### src/verilog/pss_pkg.sv
// shared constants and types of the power slot sequencer
package pss_pkg;

  // ****************************************
  // register offsets
  // ****************************************
  localparam logic [7:0] ADDR_POSITION  = 8'h81;
  localparam logic [7:0] ADDR_DURATIONS = 8'h82;
  localparam logic [7:0] ADDR_LDO_A     = 8'h83;
  localparam logic [7:0] ADDR_LDO_B     = 8'h84;
  localparam logic [7:0] ADDR_PULLDOWN  = 8'h88;
  localparam logic [7:0] ADDR_BUCK_A    = 8'h89;
  localparam logic [7:0] ADDR_BUCK_B    = 8'h8a;
  localparam logic [7:0] ADDR_OUTPUT0   = 8'h8d;
  localparam logic [7:0] ADDR_OUTPUT1   = 8'h8e;
  localparam logic [7:0] ADDR_OUTPUT2   = 8'h8f;
  localparam logic [7:0] ADDR_OUTPUT3   = 8'h90;
  localparam logic [7:0] ADDR_OUTPUT4   = 8'h91;
  localparam logic [7:0] ADDR_CLK_WAIT  = 8'h92;
  localparam logic [7:0] ADDR_DOMAIN    = 8'h95;
  localparam logic [7:0] ADDR_STANDBY   = 8'h96;
  localparam logic [7:0] ADDR_WAIT_CTRL = 8'h97;

  // ****************************************
  // storage indexes, bit 4 set means unmapped
  // ****************************************
  localparam int unsigned NUM_REGS = 16;
  localparam logic [4:0] IDX_POSITION  = 5'h00;
  localparam logic [4:0] IDX_DURATIONS = 5'h01;
  localparam logic [4:0] IDX_LDO_A     = 5'h02;
  localparam logic [4:0] IDX_LDO_B     = 5'h03;
  localparam logic [4:0] IDX_PULLDOWN  = 5'h04;
  localparam logic [4:0] IDX_BUCK_A    = 5'h05;
  localparam logic [4:0] IDX_BUCK_B    = 5'h06;
  localparam logic [4:0] IDX_OUTPUT0   = 5'h07;
  localparam logic [4:0] IDX_CLK_WAIT  = 5'h0c;
  localparam logic [4:0] IDX_DOMAIN    = 5'h0d;
  localparam logic [4:0] IDX_STANDBY   = 5'h0e;
  localparam logic [4:0] IDX_WAIT_CTRL = 5'h0f;
  localparam logic [4:0] IDX_NONE      = 5'h10;
  localparam logic [7:0] REG_RESET     = 8'h00;
  localparam logic [3:0] SLOT_RESET    = 4'h0;

  // ****************************************
  // field positions
  // ****************************************
  localparam int unsigned HI_LSB       = 4;
  localparam int unsigned WAIT_DIR_UP  = 6;
  localparam int unsigned WAIT_DIR_DN  = 7;
  localparam int unsigned WAIT_TIMEOUT = 5;
  localparam int unsigned WAIT_MODE    = 4;

  // ****************************************
  // timing
  // ****************************************
  localparam int unsigned CLK_PERIOD_NS = 100;
  localparam int unsigned NS_PER_US     = 1000;
  localparam int unsigned NS_PER_MS     = 1000000;
  localparam int unsigned SLOT_US [16] = '{32, 64, 96, 128, 160, 192,
    224, 256, 288, 384, 448, 512, 1024, 2048, 4096, 8192};
  localparam int unsigned WAIT_BASE_US = 512;
  localparam int unsigned TIMEOUT_MS   = 500;
  localparam int unsigned TMR_W        = 27;

  typedef enum logic [3:0] {
    ST_IDLE     = 4'b0001,
    ST_SLOT     = 4'b0010,
    ST_WAIT_EXT = 4'b0100,
    ST_WAIT_TMR = 4'b1000
  } pss_state_e;

  function automatic logic [4:0] pss_reg_index(input logic [7:0] a);
    case (a)
      ADDR_POSITION:  return IDX_POSITION;
      ADDR_DURATIONS: return IDX_DURATIONS;
      ADDR_LDO_A:     return IDX_LDO_A;
      ADDR_LDO_B:     return IDX_LDO_B;
      ADDR_PULLDOWN:  return IDX_PULLDOWN;
      ADDR_BUCK_A:    return IDX_BUCK_A;
      ADDR_BUCK_B:    return IDX_BUCK_B;
      ADDR_OUTPUT0:   return IDX_OUTPUT0;
      ADDR_OUTPUT1:   return 5'h08;
      ADDR_OUTPUT2:   return 5'h09;
      ADDR_OUTPUT3:   return 5'h0a;
      ADDR_OUTPUT4:   return 5'h0b;
      ADDR_CLK_WAIT:  return IDX_CLK_WAIT;
      ADDR_DOMAIN:    return IDX_DOMAIN;
      ADDR_STANDBY:   return IDX_STANDBY;
      ADDR_WAIT_CTRL: return IDX_WAIT_CTRL;
      default:        return IDX_NONE;
    endcase
  endfunction

  // least time, so round up, never below one cycle
  function automatic logic [TMR_W-1:0] pss_slot_cycles(
      input logic [3:0] code, input int unsigned period_ns);
    int unsigned c;
    c = (SLOT_US[code] * NS_PER_US + period_ns - 1) / period_ns;
    if (c == 0) begin
      c = 1;
    end
    return TMR_W'(c);
  endfunction

endpackage

### src/verilog/pss_timer_if.sv
// load and expiry signals between sequencer and slot timer
`timescale 1ns/1ps
interface pss_timer_if;
  import pss_pkg::*;
  logic             load;
  logic [TMR_W-1:0] count;
  logic             done;
  logic             busy;
  modport ctrl  (output load, output count, input done, input busy);
  modport timer (input load, input count, output done, output busy);
endinterface

### src/verilog/pss_sequencer.sv
// slot sequencer with its configuration registers
//
// Overview of operation
// - slot position low nibble is read-only, writes ignored there
// - slot time from 4-bit slot_length code through sixteen-value table
// - slots with no supply wait empty_slot_wait time, same table
// - four LDOs each own a 4-bit switching slot, two per register
// - four bucks each own a 4-bit switching slot, two per register
// - upper nibble selects slot applying pull-down-disable
// - five outputs each have assert slot and separate de-assert slot
// - 32 kHz clock enabled when sequencer reaches clock_enable_slot
// - wait function runs when sequencer reaches wait_slot
// - standby power-down stops at standby_stop_slot, kept 1..system end
// - wait direction bits: never, up, down or both
// - wait-mode 0 waits for general input 3, mode 1 runs timer
`timescale 1ns/1ps
module pss_sequencer
  import pss_pkg::*;
#(
  parameter int unsigned PERIOD_NS     = CLK_PERIOD_NS,
  parameter int unsigned WAIT_BASE_CYC = WAIT_BASE_US * NS_PER_US / PERIOD_NS,
  parameter int unsigned TIMEOUT_CYC   = TIMEOUT_MS * (NS_PER_MS / PERIOD_NS)
) (
  input  wire logic       core_clk_in,
  input  wire logic       rst_in,
  input  wire logic [7:0] reg_addr_in,
  input  wire logic [7:0] reg_wdata_in,
  input  wire logic       reg_wr_in,
  input  wire logic       reg_rd_in,
  output logic [7:0]      reg_rdata_out,
  input  wire logic       power_up_req_in,
  input  wire logic       power_down_req_in,
  input  wire logic       standby_in,
  input  wire logic       general_input_3_in,
  output logic [7:0]      supply_enable_out,
  output logic [4:0]      general_output_out,
  output logic            clk32_enable_out,
  output logic            pulldown_disable_out,
  output logic [3:0]      current_slot_index_out,
  output logic            sequencer_busy_out
);

  // ****************************************
  // register file
  // ****************************************
  logic [7:0] cfg_q [NUM_REGS];
  logic [7:0] cfg_d [NUM_REGS];
  logic [7:0] rdata_q;
  logic [7:0] rdata_d;
  logic [4:0] idx_w;
  logic [3:0] ptr_q;

  assign idx_w = pss_reg_index(reg_addr_in);

  always_comb begin
    cfg_d   = cfg_q;
    rdata_d = rdata_q;
    if (reg_wr_in && !idx_w[4]) begin
      cfg_d[idx_w[3:0]] = reg_wdata_in;
    end
    if (reg_rd_in) begin
      if (idx_w[4]) begin
        rdata_d = 8'h00;
      end else if (idx_w == IDX_POSITION) begin
        // low nibble always shows the live slot, stored bits unused
        rdata_d = {cfg_q[IDX_POSITION[3:0]][7:4], ptr_q};
      end else begin
        rdata_d = cfg_q[idx_w[3:0]];
      end
    end
  end

  always_ff @(posedge core_clk_in) begin
    if (rst_in) begin
      for (int i = 0; i < NUM_REGS; i++) begin
        cfg_q[i] <= REG_RESET;
      end
      rdata_q <= REG_RESET;
    end else begin
      cfg_q   <= cfg_d;
      rdata_q <= rdata_d;
    end
  end

  assign reg_rdata_out = rdata_q;

  // ****************************************
  // field views
  // ****************************************
  logic [3:0] slot_len_w;
  logic [3:0] empty_wait_w;
  logic [3:0] clk_slot_w;
  logic [3:0] wait_slot_w;
  logic [3:0] pd_slot_w;
  logic [3:0] stop_slot_w;
  logic [3:0] last_slot_w;
  logic [7:0] wctl_w;
  logic [3:0] sup_slot [8];

  assign slot_len_w   = cfg_q[IDX_DURATIONS[3:0]][3:0];
  assign empty_wait_w = cfg_q[IDX_DURATIONS[3:0]][7:4];
  assign clk_slot_w   = cfg_q[IDX_CLK_WAIT[3:0]][7:4];
  assign wait_slot_w  = cfg_q[IDX_CLK_WAIT[3:0]][3:0];
  assign pd_slot_w    = cfg_q[IDX_PULLDOWN[3:0]][7:4];
  assign stop_slot_w  = cfg_q[IDX_STANDBY[3:0]][7:4];
  assign last_slot_w  = cfg_q[IDX_STANDBY[3:0]][3:0];
  assign wctl_w       = cfg_q[IDX_WAIT_CTRL[3:0]];

  // supply order on the enable port: ldo 1..4, then converter 1, 2, 4, 3
  assign sup_slot[0] = cfg_q[IDX_LDO_A[3:0]][3:0];
  assign sup_slot[1] = cfg_q[IDX_LDO_A[3:0]][7:4];
  assign sup_slot[2] = cfg_q[IDX_LDO_B[3:0]][3:0];
  assign sup_slot[3] = cfg_q[IDX_LDO_B[3:0]][7:4];
  assign sup_slot[4] = cfg_q[IDX_BUCK_A[3:0]][3:0];
  assign sup_slot[5] = cfg_q[IDX_BUCK_A[3:0]][7:4];
  assign sup_slot[6] = cfg_q[IDX_BUCK_B[3:0]][7:4];
  assign sup_slot[7] = cfg_q[IDX_BUCK_B[3:0]][3:0];

  // ****************************************
  // input synchroniser
  // ****************************************
  logic gi3_meta_q;
  logic gi3_q;

  always_ff @(posedge core_clk_in) begin
    if (rst_in) begin
      gi3_meta_q <= 1'b0;
      gi3_q      <= 1'b0;
    end else begin
      gi3_meta_q <= general_input_3_in;
      gi3_q      <= gi3_meta_q;
    end
  end

  // ****************************************
  // slot matching
  // ****************************************
  pss_state_e st_q;
  pss_state_e st_d;
  logic       up_q;
  logic       start_up_w;
  logic       dir_w;
  logic [3:0] act_w;
  logic [7:0] sup_hit_w;
  logic [4:0] rise_hit_w;
  logic [4:0] fall_hit_w;

  assign start_up_w = power_up_req_in && (ptr_q != last_slot_w);
  assign dir_w      = (st_q == ST_IDLE) ? start_up_w : up_q;
  // going up acts on the slot entered, going down on the slot left
  assign act_w      = dir_w ? ptr_q + 4'h1 : ptr_q;

  for (genvar i = 0; i < 8; i++) begin : g_sup
    assign sup_hit_w[i] = (sup_slot[i] == act_w);
  end

  for (genvar g = 0; g < 5; g++) begin : g_gpo
    assign rise_hit_w[g] =
      (cfg_q[int'(IDX_OUTPUT0) + g][3:0] == act_w);
    assign fall_hit_w[g] =
      (cfg_q[int'(IDX_OUTPUT0) + g][7:4] == act_w);
  end

  // ****************************************
  // sequencer
  // ****************************************
  pss_timer_if tmr ();

  logic [3:0] ptr_d;
  logic       up_d;
  logic [3:0] tgt_q;
  logic [3:0] tgt_d;
  logic [3:0] slot_q;
  logic [3:0] slot_d;
  logic       sby_q;
  logic       sby_d;
  logic       to_q;
  logic       to_d;
  logic [7:0] en_q;
  logic [7:0] en_d;
  logic [4:0] gpo_q;
  logic [4:0] gpo_d;
  logic       ck_q;
  logic       ck_d;
  logic       pd_q;
  logic       pd_d;
  logic       step_go;
  logic       fin;
  logic       wait_here;

  assign wait_here = (slot_q == wait_slot_w) &&
    (up_q ? wctl_w[WAIT_DIR_UP] : wctl_w[WAIT_DIR_DN]);

  always_comb begin
    st_d = st_q;
    ptr_d = ptr_q;
    up_d = up_q;
    tgt_d = tgt_q;
    slot_d = slot_q;
    sby_d = sby_q;
    to_d = to_q;
    en_d = en_q;
    gpo_d = gpo_q;
    ck_d = ck_q;
    pd_d = pd_q;
    tmr.load = 1'b0;
    tmr.count = '0;
    step_go = 1'b0;
    fin = 1'b0;
    case (st_q)
      ST_IDLE: begin
        if (start_up_w) begin
          up_d = 1'b1;
          tgt_d = last_slot_w;
          step_go = 1'b1;
        end else if (power_down_req_in) begin
          up_d = 1'b0;
          sby_d = standby_in;
          tgt_d = standby_in ? stop_slot_w : SLOT_RESET;
          step_go = (ptr_q > tgt_d);
        end
      end
      ST_SLOT: begin
        if (tmr.done) begin
          if (wait_here && !wctl_w[WAIT_MODE]) begin
            st_d = ST_WAIT_EXT;
            to_d = wctl_w[WAIT_TIMEOUT];
            tmr.load = wctl_w[WAIT_TIMEOUT];
            tmr.count = TMR_W'(TIMEOUT_CYC);
          end else if (wait_here && wctl_w[3:0] != 4'h0) begin
            st_d = ST_WAIT_TMR;
            tmr.load = 1'b1;
            tmr.count = TMR_W'(WAIT_BASE_CYC) << (wctl_w[3:0] - 4'h1);
          end else begin
            fin = 1'b1;
          end
        end
      end
      ST_WAIT_EXT: begin
        fin = gi3_q || (to_q && tmr.done);
      end
      ST_WAIT_TMR: begin
        fin = tmr.done;
      end
      default: begin
        st_d = ST_IDLE;
      end
    endcase
    if (fin) begin
      if (ptr_q != tgt_q) begin
        step_go = 1'b1;
      end else begin
        st_d = ST_IDLE;
      end
    end
    if (step_go) begin
      st_d = ST_SLOT;
      slot_d = act_w;
      ptr_d = dir_w ? ptr_q + 4'h1 : ptr_q - 4'h1;
      tmr.load = 1'b1;
      tmr.count = (|sup_hit_w) ? pss_slot_cycles(slot_len_w, PERIOD_NS) :
        pss_slot_cycles(empty_wait_w, PERIOD_NS);
      for (int i = 0; i < 8; i++) begin
        if (sup_hit_w[i]) begin
          en_d[i] = dir_w;
        end
      end
      for (int g = 0; g < 5; g++) begin
        if (dir_w && rise_hit_w[g]) begin
          gpo_d[g] = 1'b1;
        end
        if (!dir_w && fall_hit_w[g]) begin
          gpo_d[g] = 1'b0;
        end
      end
      if (clk_slot_w == act_w) begin
        ck_d = dir_w;
      end
      if (pd_slot_w == act_w) begin
        pd_d = dir_w;
      end
    end
  end

  always_ff @(posedge core_clk_in) begin
    if (rst_in) begin
      st_q   <= ST_IDLE;
      ptr_q  <= SLOT_RESET;
      up_q   <= 1'b0;
      tgt_q  <= SLOT_RESET;
      slot_q <= SLOT_RESET;
      sby_q  <= 1'b0;
      to_q   <= 1'b0;
      en_q   <= 8'h00;
      gpo_q  <= 5'h00;
      ck_q   <= 1'b0;
      pd_q   <= 1'b0;
    end else begin
      st_q   <= st_d;
      ptr_q  <= ptr_d;
      up_q   <= up_d;
      tgt_q  <= tgt_d;
      slot_q <= slot_d;
      sby_q  <= sby_d;
      to_q   <= to_d;
      en_q   <= en_d;
      gpo_q  <= gpo_d;
      ck_q   <= ck_d;
      pd_q   <= pd_d;
    end
  end

  pss_slot_timer u_timer (
    .core_clk_in (core_clk_in),
    .rst_in      (rst_in),
    .tmr         (tmr.timer)
  );

  assign supply_enable_out      = en_q;
  assign general_output_out     = gpo_q;
  assign clk32_enable_out       = ck_q;
  assign pulldown_disable_out   = pd_q;
  assign current_slot_index_out = ptr_q;
  assign sequencer_busy_out     = (st_q != ST_IDLE);
endmodule

### src/verilog/pss_slot_timer.sv
// down counter that times slots and waits
`timescale 1ns/1ps
module pss_slot_timer
  import pss_pkg::*;
(
  input  wire logic   core_clk_in,
  input  wire logic   rst_in,
  pss_timer_if.timer  tmr
);

  logic [TMR_W-1:0] cnt_q;
  logic [TMR_W-1:0] cnt_d;

  // a load of n cycles gives done on the n-th edge after the load
  always_comb begin
    cnt_d = cnt_q;
    if (tmr.load) begin
      cnt_d = tmr.count;
    end else if (cnt_q != '0) begin
      cnt_d = cnt_q - TMR_W'(1);
    end
  end

  always_ff @(posedge core_clk_in) begin
    if (rst_in) begin
      cnt_q <= '0;
    end else begin
      cnt_q <= cnt_d;
    end
  end

  // not gated by load: the sequencer derives its load from done
  assign tmr.done = (cnt_q == TMR_W'(1));
  assign tmr.busy = (cnt_q != '0);

endmodule

### config.mk
export PLATFORM = sky130hd
export DESIGN_NAME = pss_sequencer
export DESIGN_NICKNAME = d
export VERILOG_FILES = /design/src/verilog/pss_pkg.sv /design/src/verilog/pss_timer_if.sv /design/src/verilog/pss_sequencer.sv /design/src/verilog/pss_slot_timer.sv
export SDC_FILE = /design/constraint.sdc
export NUM_CORES = 1
export LEC_CHECK = 0
export BUFFER_PORTS_ARGS = -buffer_cell sky130_fd_sc_hd__buf_4
export CAP_MARGIN = 5
export CORE_MARGIN = 4
export CORE_UTILIZATION = 45
export DETAILED_ROUTE_END_ITERATION = 12
export SLEW_MARGIN = 20
export SYNTH_ARGS = -nofsm -noshare
export SYNTH_HDL_FRONTEND = slang
export SYNTH_HIERARCHICAL = 1
export SYNTH_SLANG_ARGS = --single-unit
### constraint.sdc
create_clock -name core_clk_in -period 37.8 [get_ports core_clk_in]
set_input_delay 7.56 -clock core_clk_in [delete_from_list [all_inputs] [get_ports core_clk_in]]
set_output_delay 7.56 -clock core_clk_in [all_outputs]
set_load 0.005 [all_outputs]
* After elaboration in Yosys (flattened, before gate mapping)
Memory sizes are Yosys's and may differ from the RTL's. Index checks and enable logic that the tools add are counted.
Word-level totals: bits of input ports 24, output and inout port bits 28, bits in read-only memories 1024, register bits 198, memories 2, word-level logic and storage cells 226
Memories:
- (no name shown) | depth 16, bits a word 32, rd ports 1, clocked after memory_dff 0, wr ports 0, line pss_pkg.sv:98 | c = (SLOT_US[code] * NS_PER_US + period_ns - 1) / period_ns;
- (no name shown) | depth 16, bits a word 32, rd ports 1, clocked after memory_dff 0, wr ports 0, line pss_pkg.sv:98
Cells by class: bitwise operators 3, eq/ne operators 45, reductions and logical operators 53, divide/modulo/power cells 2, shifts and indexed selects 1, add/subtract/negate cells 8, multiply operators 2, magnitude comparators 5, muxes and demuxes 63
Operators by type and width (number):
- $mux 27 | 10
- $bwmux 128 | 1
- $eq 8x8->1 const B | 16
- $mux 32 | 4
- $eq 4x4->1 | 21
- $pmux 5 s16 | 1
- $add 32x7->32 const B | 2
- $div 32x7->32 const B | 2
- $logic_not 32->1 | 2
- $mul 32x7->29 const B | 2
- $sub 32x1->32 const B | 2
- $mux 4 | 10
- $mux 8 | 5
- $bmux 8 s4 | 1
- $demux 8 s4 | 1
- $reduce_and 2->1 | 16
- $eq 27x1->1 const B | 1
- $mux 1 | 27
- $reduce_bool 27->1 | 1
- $shl 13x4->27 const A | 1
- $sub 27x1->27 const B | 1
- $logic_and 1x1->1 | 17
- $ge 5x5->1 const B | 3
- $not 4->5 | 3
- 22 further kinds | 32

* Longest topological paths before layout
depth in word-level cells 13, gate-level depth with buffers 115, mapped depth without buffers 95

* Cells and area by module
The synthesis kept the hierarchy.
Modules (own cells, without submodules):
- pss_sequencer | area each 28881.4 sq um, seq. area each 3423.3 sq um, cells each 3890, times used 1
- pss_slot_timer | area each 1629.1 sq um, seq. area each 540.5 sq um, cells each 192, times used 1

* Least setup slack after synthesis
Ideal clock, no wire load.
path kind register to register, start register cfg_q[118] (netlist name), end register u_timer.cnt_q[7], clock period less this slack 24.428 ns, setup slack 13.372 ns, data required time 37.669 ns, library setup time 0.131 ns, path buffers 15, cell stages (with the launch flop) 98, arrival time 24.297 ns, cells stage by stage dfxtp_1 -> buf_2 -> nand2_1 -> clkinv_1 -> clkbuf_1 -> clkbuf_1 -> buf_2 -> nand2_1 -> inv_1 -> ha_1 -> inv_1 -> fa_1 -> inv_1 -> fa_1 -> inv_1 -> fa_1 -> inv_1 -> ha_1 -> [... 62 more ...] -> buf_4 -> nor3_4 -> nand2_1 -> inv_1 -> buf_2 -> buf_1 -> ha_1 -> nand4_1 -> nor3_1 -> nand4_1 -> nor2_1 -> nand3_1 -> or4_1 -> or4_1 -> o31ai_1 -> o22ai_1 -> nand2_1 -> o21ai_0
Between the ends: longest elaborated chain between the ends 13
RTL lines:
- start, declared | line pss_sequencer.sv:46 | logic [7:0] cfg_q [NUM_REGS];
- start signal, assigned | line pss_sequencer.sv:80 | cfg_q <= cfg_d;
- $not 4->5 (not written as such) * | line pss_pkg.sv:98
- $mem_v2 16x32 *
- $mux 32 (not written as such) * (2 in series) | line pss_pkg.sv:98
- $mul 32x7->29 * | line pss_pkg.sv:98
- $add 32x7->32 * | line pss_pkg.sv:98
- $sub 32x1->32 * | line pss_pkg.sv:98
- $div 32x7->32 * | line pss_pkg.sv:98
- $logic_not 32->1 | line pss_pkg.sv:99 | if (c == 0) begin
- $mux 27 * | line pss_pkg.sv:99
- $mux 27 * | line pss_sequencer.sv:261 | tmr.count = (|sup_hit_w) ? pss_slot_cycles(slot_len_w, PERIOD_NS) :
- $mux 27 * | line pss_sequencer.sv:256 | if (step_go) begin
- net tmr.count[7] | line pss_timer_if.sv:6 | logic [TMR_W-1:0] count;
- $mux 27 * | line pss_slot_timer.sv:17 | if (tmr.load) begin
- end signal, assigned | line pss_slot_timer.sv:28 | cnt_q <= cnt_d;
- end, declared | line pss_slot_timer.sv:11 | logic [TMR_W-1:0] cnt_q;
The timed path passes the listed nets; every way through them passes the cells marked *. The select of a mux whose other input is x is not followed. A chain may end at the register's enable or synchronous reset.

* Worst setup path in the final report
start register cfg_q[119] (netlist name), end register u_timer.cnt_q[7]
The elaborated chain is that of the path after synthesis.

==> flow_summary_export.csv <==
group,metric,value,unit
placement,setup_ws_pre_cts,7.066,ns
setup_path,r2r_endpoint,"u_timer/cnt_q[7]",
setup_path,max_stage_delay,0.87,ns
floorplanning,chipWidth,268.3,um
finish,register_area,3964,um^2
yosys,postSynthNetCount,4276,
timing,report.final.slew_viol_count,0,
timing,max_slew.worst_pin.slew,1.112,ns
clock_network,cts_resized,0,
placement,post-dp-hpwl,76840,um
clock_network,clock_latency_of_the_later_clocked_register_in_the_worst_skew_pair,0.45,ns
timing,fin_hold_ws,0.4377,ns
timing,rsz_0062_raised_after_global_routing,"false",
finish,multi_input_comb_area,24990,um^2
timing,setup-tns-final,0,ns
setup_path,timing.critical_path.fanout_max,23,
clock_network,cts_tree,"built",
timing,postLayoutSetupSlackWorst,6.541,ns
setup_path,timing.critical_path.slowest_stage_cell,"nor4_4",
worst_hold_path,hold_path_end,"gi3_q",
power,total_power_divided_by_cell_area,76.90,nW/um^2
timing,highest_clock_rate,31.99,MHz
clock_network,ctsHtreeMaxLevel,4,
timing,final_period_utilization,82.69,%
detailed_routing,drt_iter0_drc,3009,
placement,gpl_wtd_cong,0.9326,
yosys,synth_area,30490,um^2
grt,grt_max_degree,99,
detailed_routing,final_antenna_net_count,0,
grt,gr-usage-all-layers,26.56,%
timing,timing.final.crit_period,31.26,ns
grt,gr_overflow_total,0,
grt,first_pass_grt_wire_length,159500,um
detailed_routing,num_vias,31750,
status,outcome,"completed",
setup_path,worstPathArrival,31.57,ns
detailed_routing,drt-vias-per-instance,6.513,
timing,clock-skew-final,0.01042,ns
clock_network,cts_buffer_depth,2,
yosys,syn_avg_cell_area,7.476,um^2
floorplanning,row_count,95,
timing,finish_stage_setup_viols,0,
clock_network,cts_setup_buffers,0,
timing,max_slew_margin,25.31,%
clock_network,clock_sink_count,198,
floorplanning,die_h,268.3,um
placement,portBuffers,51,
power,static-leakage-power,13.03,nW
floorplanning,floorplan.io_pins,52,
setup_path,crit_path_frequent_cell,"inv_1",
finish,layout-drive-gt1-share,8.546,%
setup_path,timing.setup.critical_path_class,"flop to flop",
grt,grt_pass1_vias,29270,
detailed_routing,drc,0,
detailed_routing,routed_wirelength,99530,um
setup_path,required_time_reported_for_the_critical_path_endpoint,38.11,ns
setup_path,timing.rr.start,"cfg_q[119]",
floorplanning,die_area,71990,um^2
yosys,synthesis.instances,4079,
clock_network,post_cts_hold_buffer_count,0,
finish,antennaDiodeCount,0,
worst_hold_path,hold_start,"gi3_meta_q",
floorplanning,core-area,67160,um^2
floorplanning,start_util,45.41,%
detailed_routing,drt-wirelength-per-cell,20.42,um
finish,design.final.nets,4186,
setup_path,startpoint_type,"flop",
worst_hold_path,number_of_stages_on_the_worst_hold_path,1,
clock_network,clkTransAtPathRegs,0.07,ns
setup_path,r2r_setup_slack,6.54,ns
grt,initial_antenna_violation_count,0,
clock_network,cts-buffers-inserted,17,
finish,syn2layout_area_growth,5.334,%
timing,final-hold-violation-count,0,
detailed_routing,drt_pre_antenna_iters,7,
power,peakVddDrop,78.63,uV
job,drv_cap,0,
yosys,yosysWarnings,6,
clock_network,clock-root-buffer,"clkbuf_16",
setup_path,timing.reg2reg.worst_path_depth,84,
setup_path,critical_path.endpoint_type,"flop",
finish,fillers,6789,
worst_hold_path,type_of_the_tightest_min_delay_check,"flop to flop",
[state kept, by name (all words and copies together) (netlist names), 4 cells and up]
name,cells
current_slot_index_out,4
general_output_out,5
cfg_q,120
u_timer/cnt_q,27
st_q,4
tgt_q,4
wctl_w,8
slot_q,4
reg_rdata_out,8
supply_enable_out,8
[critical path, delay by kind of cell (launching register included)]
kind | cells | cell delay (ns)
AND/OR/NAND/NOR | 29 | 10.87
AO/OA/AOI/OAI | 27 | 9.79
adder cells (fa/ha/maj) | 9 | 3.76
buffers and inverters | 11 | 2.26
multiplexers | 4 | 2.26
XOR/XNOR | 4 | 1.79
flip-flops | 1 | 0.33
[power by group]
part | internal (mW) | switching [mW]
registers | 0.229 | 0.0252
logic | 0.721 | 1.29
clock network | 0.120 | 0.0890
[worst max-delay path by stage]
stage / slack [ns] / end / start
detailed placement: 7.07 / u_timer/cnt_q[2] / cfg_q[116]
floorplan: 13.37 / u_timer/cnt_q[7] / cfg_q[118]
CTS: 7.03 / u_timer/cnt_q[7] / cfg_q[116]
global placement: 7.80 / u_timer/cnt_q[7] / cfg_q[119]
global route: 4.32 / u_timer/cnt_q[7] / cfg_q[116]
finish: 6.54 / u_timer/cnt_q[7] / cfg_q[119]
[layout make-up]
cell class | instances | area share, %
multi-input combinational | 3492 | 77.81
inverter | 188 | 2.197
sequential | 198 | 12.34
timing repair buffer | 92 | 2.162
clock buffer | 18 | 1.336
tap | 873 | 3.401
clock inverter | 14 | 0.7518
[cells in the final DEF (no fill, tap or decap), types with 31 or more instances in the layout]
| cell type | n |
|---|---|
| nand2_1 | 296 |
| and3_1 | 53 |
| a21oi_1 | 211 |
| buf_4 | 91 |
| mux2i_1 | 193 |
| o211ai_1 | 59 |
| o221ai_1 | 39 |
| and2_1 | 51 |
| nand4_1 | 59 |
| xnor2_1 | 203 |
| a31oi_1 | 54 |
| o21ai_0 | 169 |
| nand3_1 | 144 |
| or2_2 | 46 |
| o21ai_1 | 31 |
| o22ai_1 | 33 |
| nor3_1 | 117 |
| o21a_1 | 33 |
| or3_1 | 44 |
| dfxtp_1 | 198 |
| o22a_1 | 40 |
| a211oi_1 | 59 |
| nor2_1 | 427 |
| inv_1 | 180 |
| nand2b_1 | 40 |
| xor2_1 | 82 |
| o31ai_1 | 40 |
| ha_1 | 125 |
| fa_1 | 48 |
| nor4_1 | 66 |
| a21o_1 | 41 |
[metal layers]
metal | wire length, um | GRT usage (%) | vias to the layer above
li1 | - | - | 15310
met3 | 5535 | 2.088 | 170
met1 | 45570 | 37.56 | 15110
met4 | 2504 | 6.533 | 0
met5 | 0 | 0 | -
met2 | 45920 | 44.04 | 1159
[per-stage QoR]
| stage | power (mW) | instances | utilization, % | instance area (um^2) |
|---|---|---|---|---|
| floorplan | 1.754 | 4079 | - | 30490 |
| global placement | 2.211 | 4843 | 46.83 | 31450 |
| detailed placement | 2.206 | 4843 | 46.83 | 31450 |
| CTS | 2.429 | 4875 | 47.83 | 32120 |
| global route | 2.655 | 4875 | 47.83 | 32120 |
| finish | 2.470 | 4875 | 47.83 | 32120 |
(Power assumes the default switching activity.)
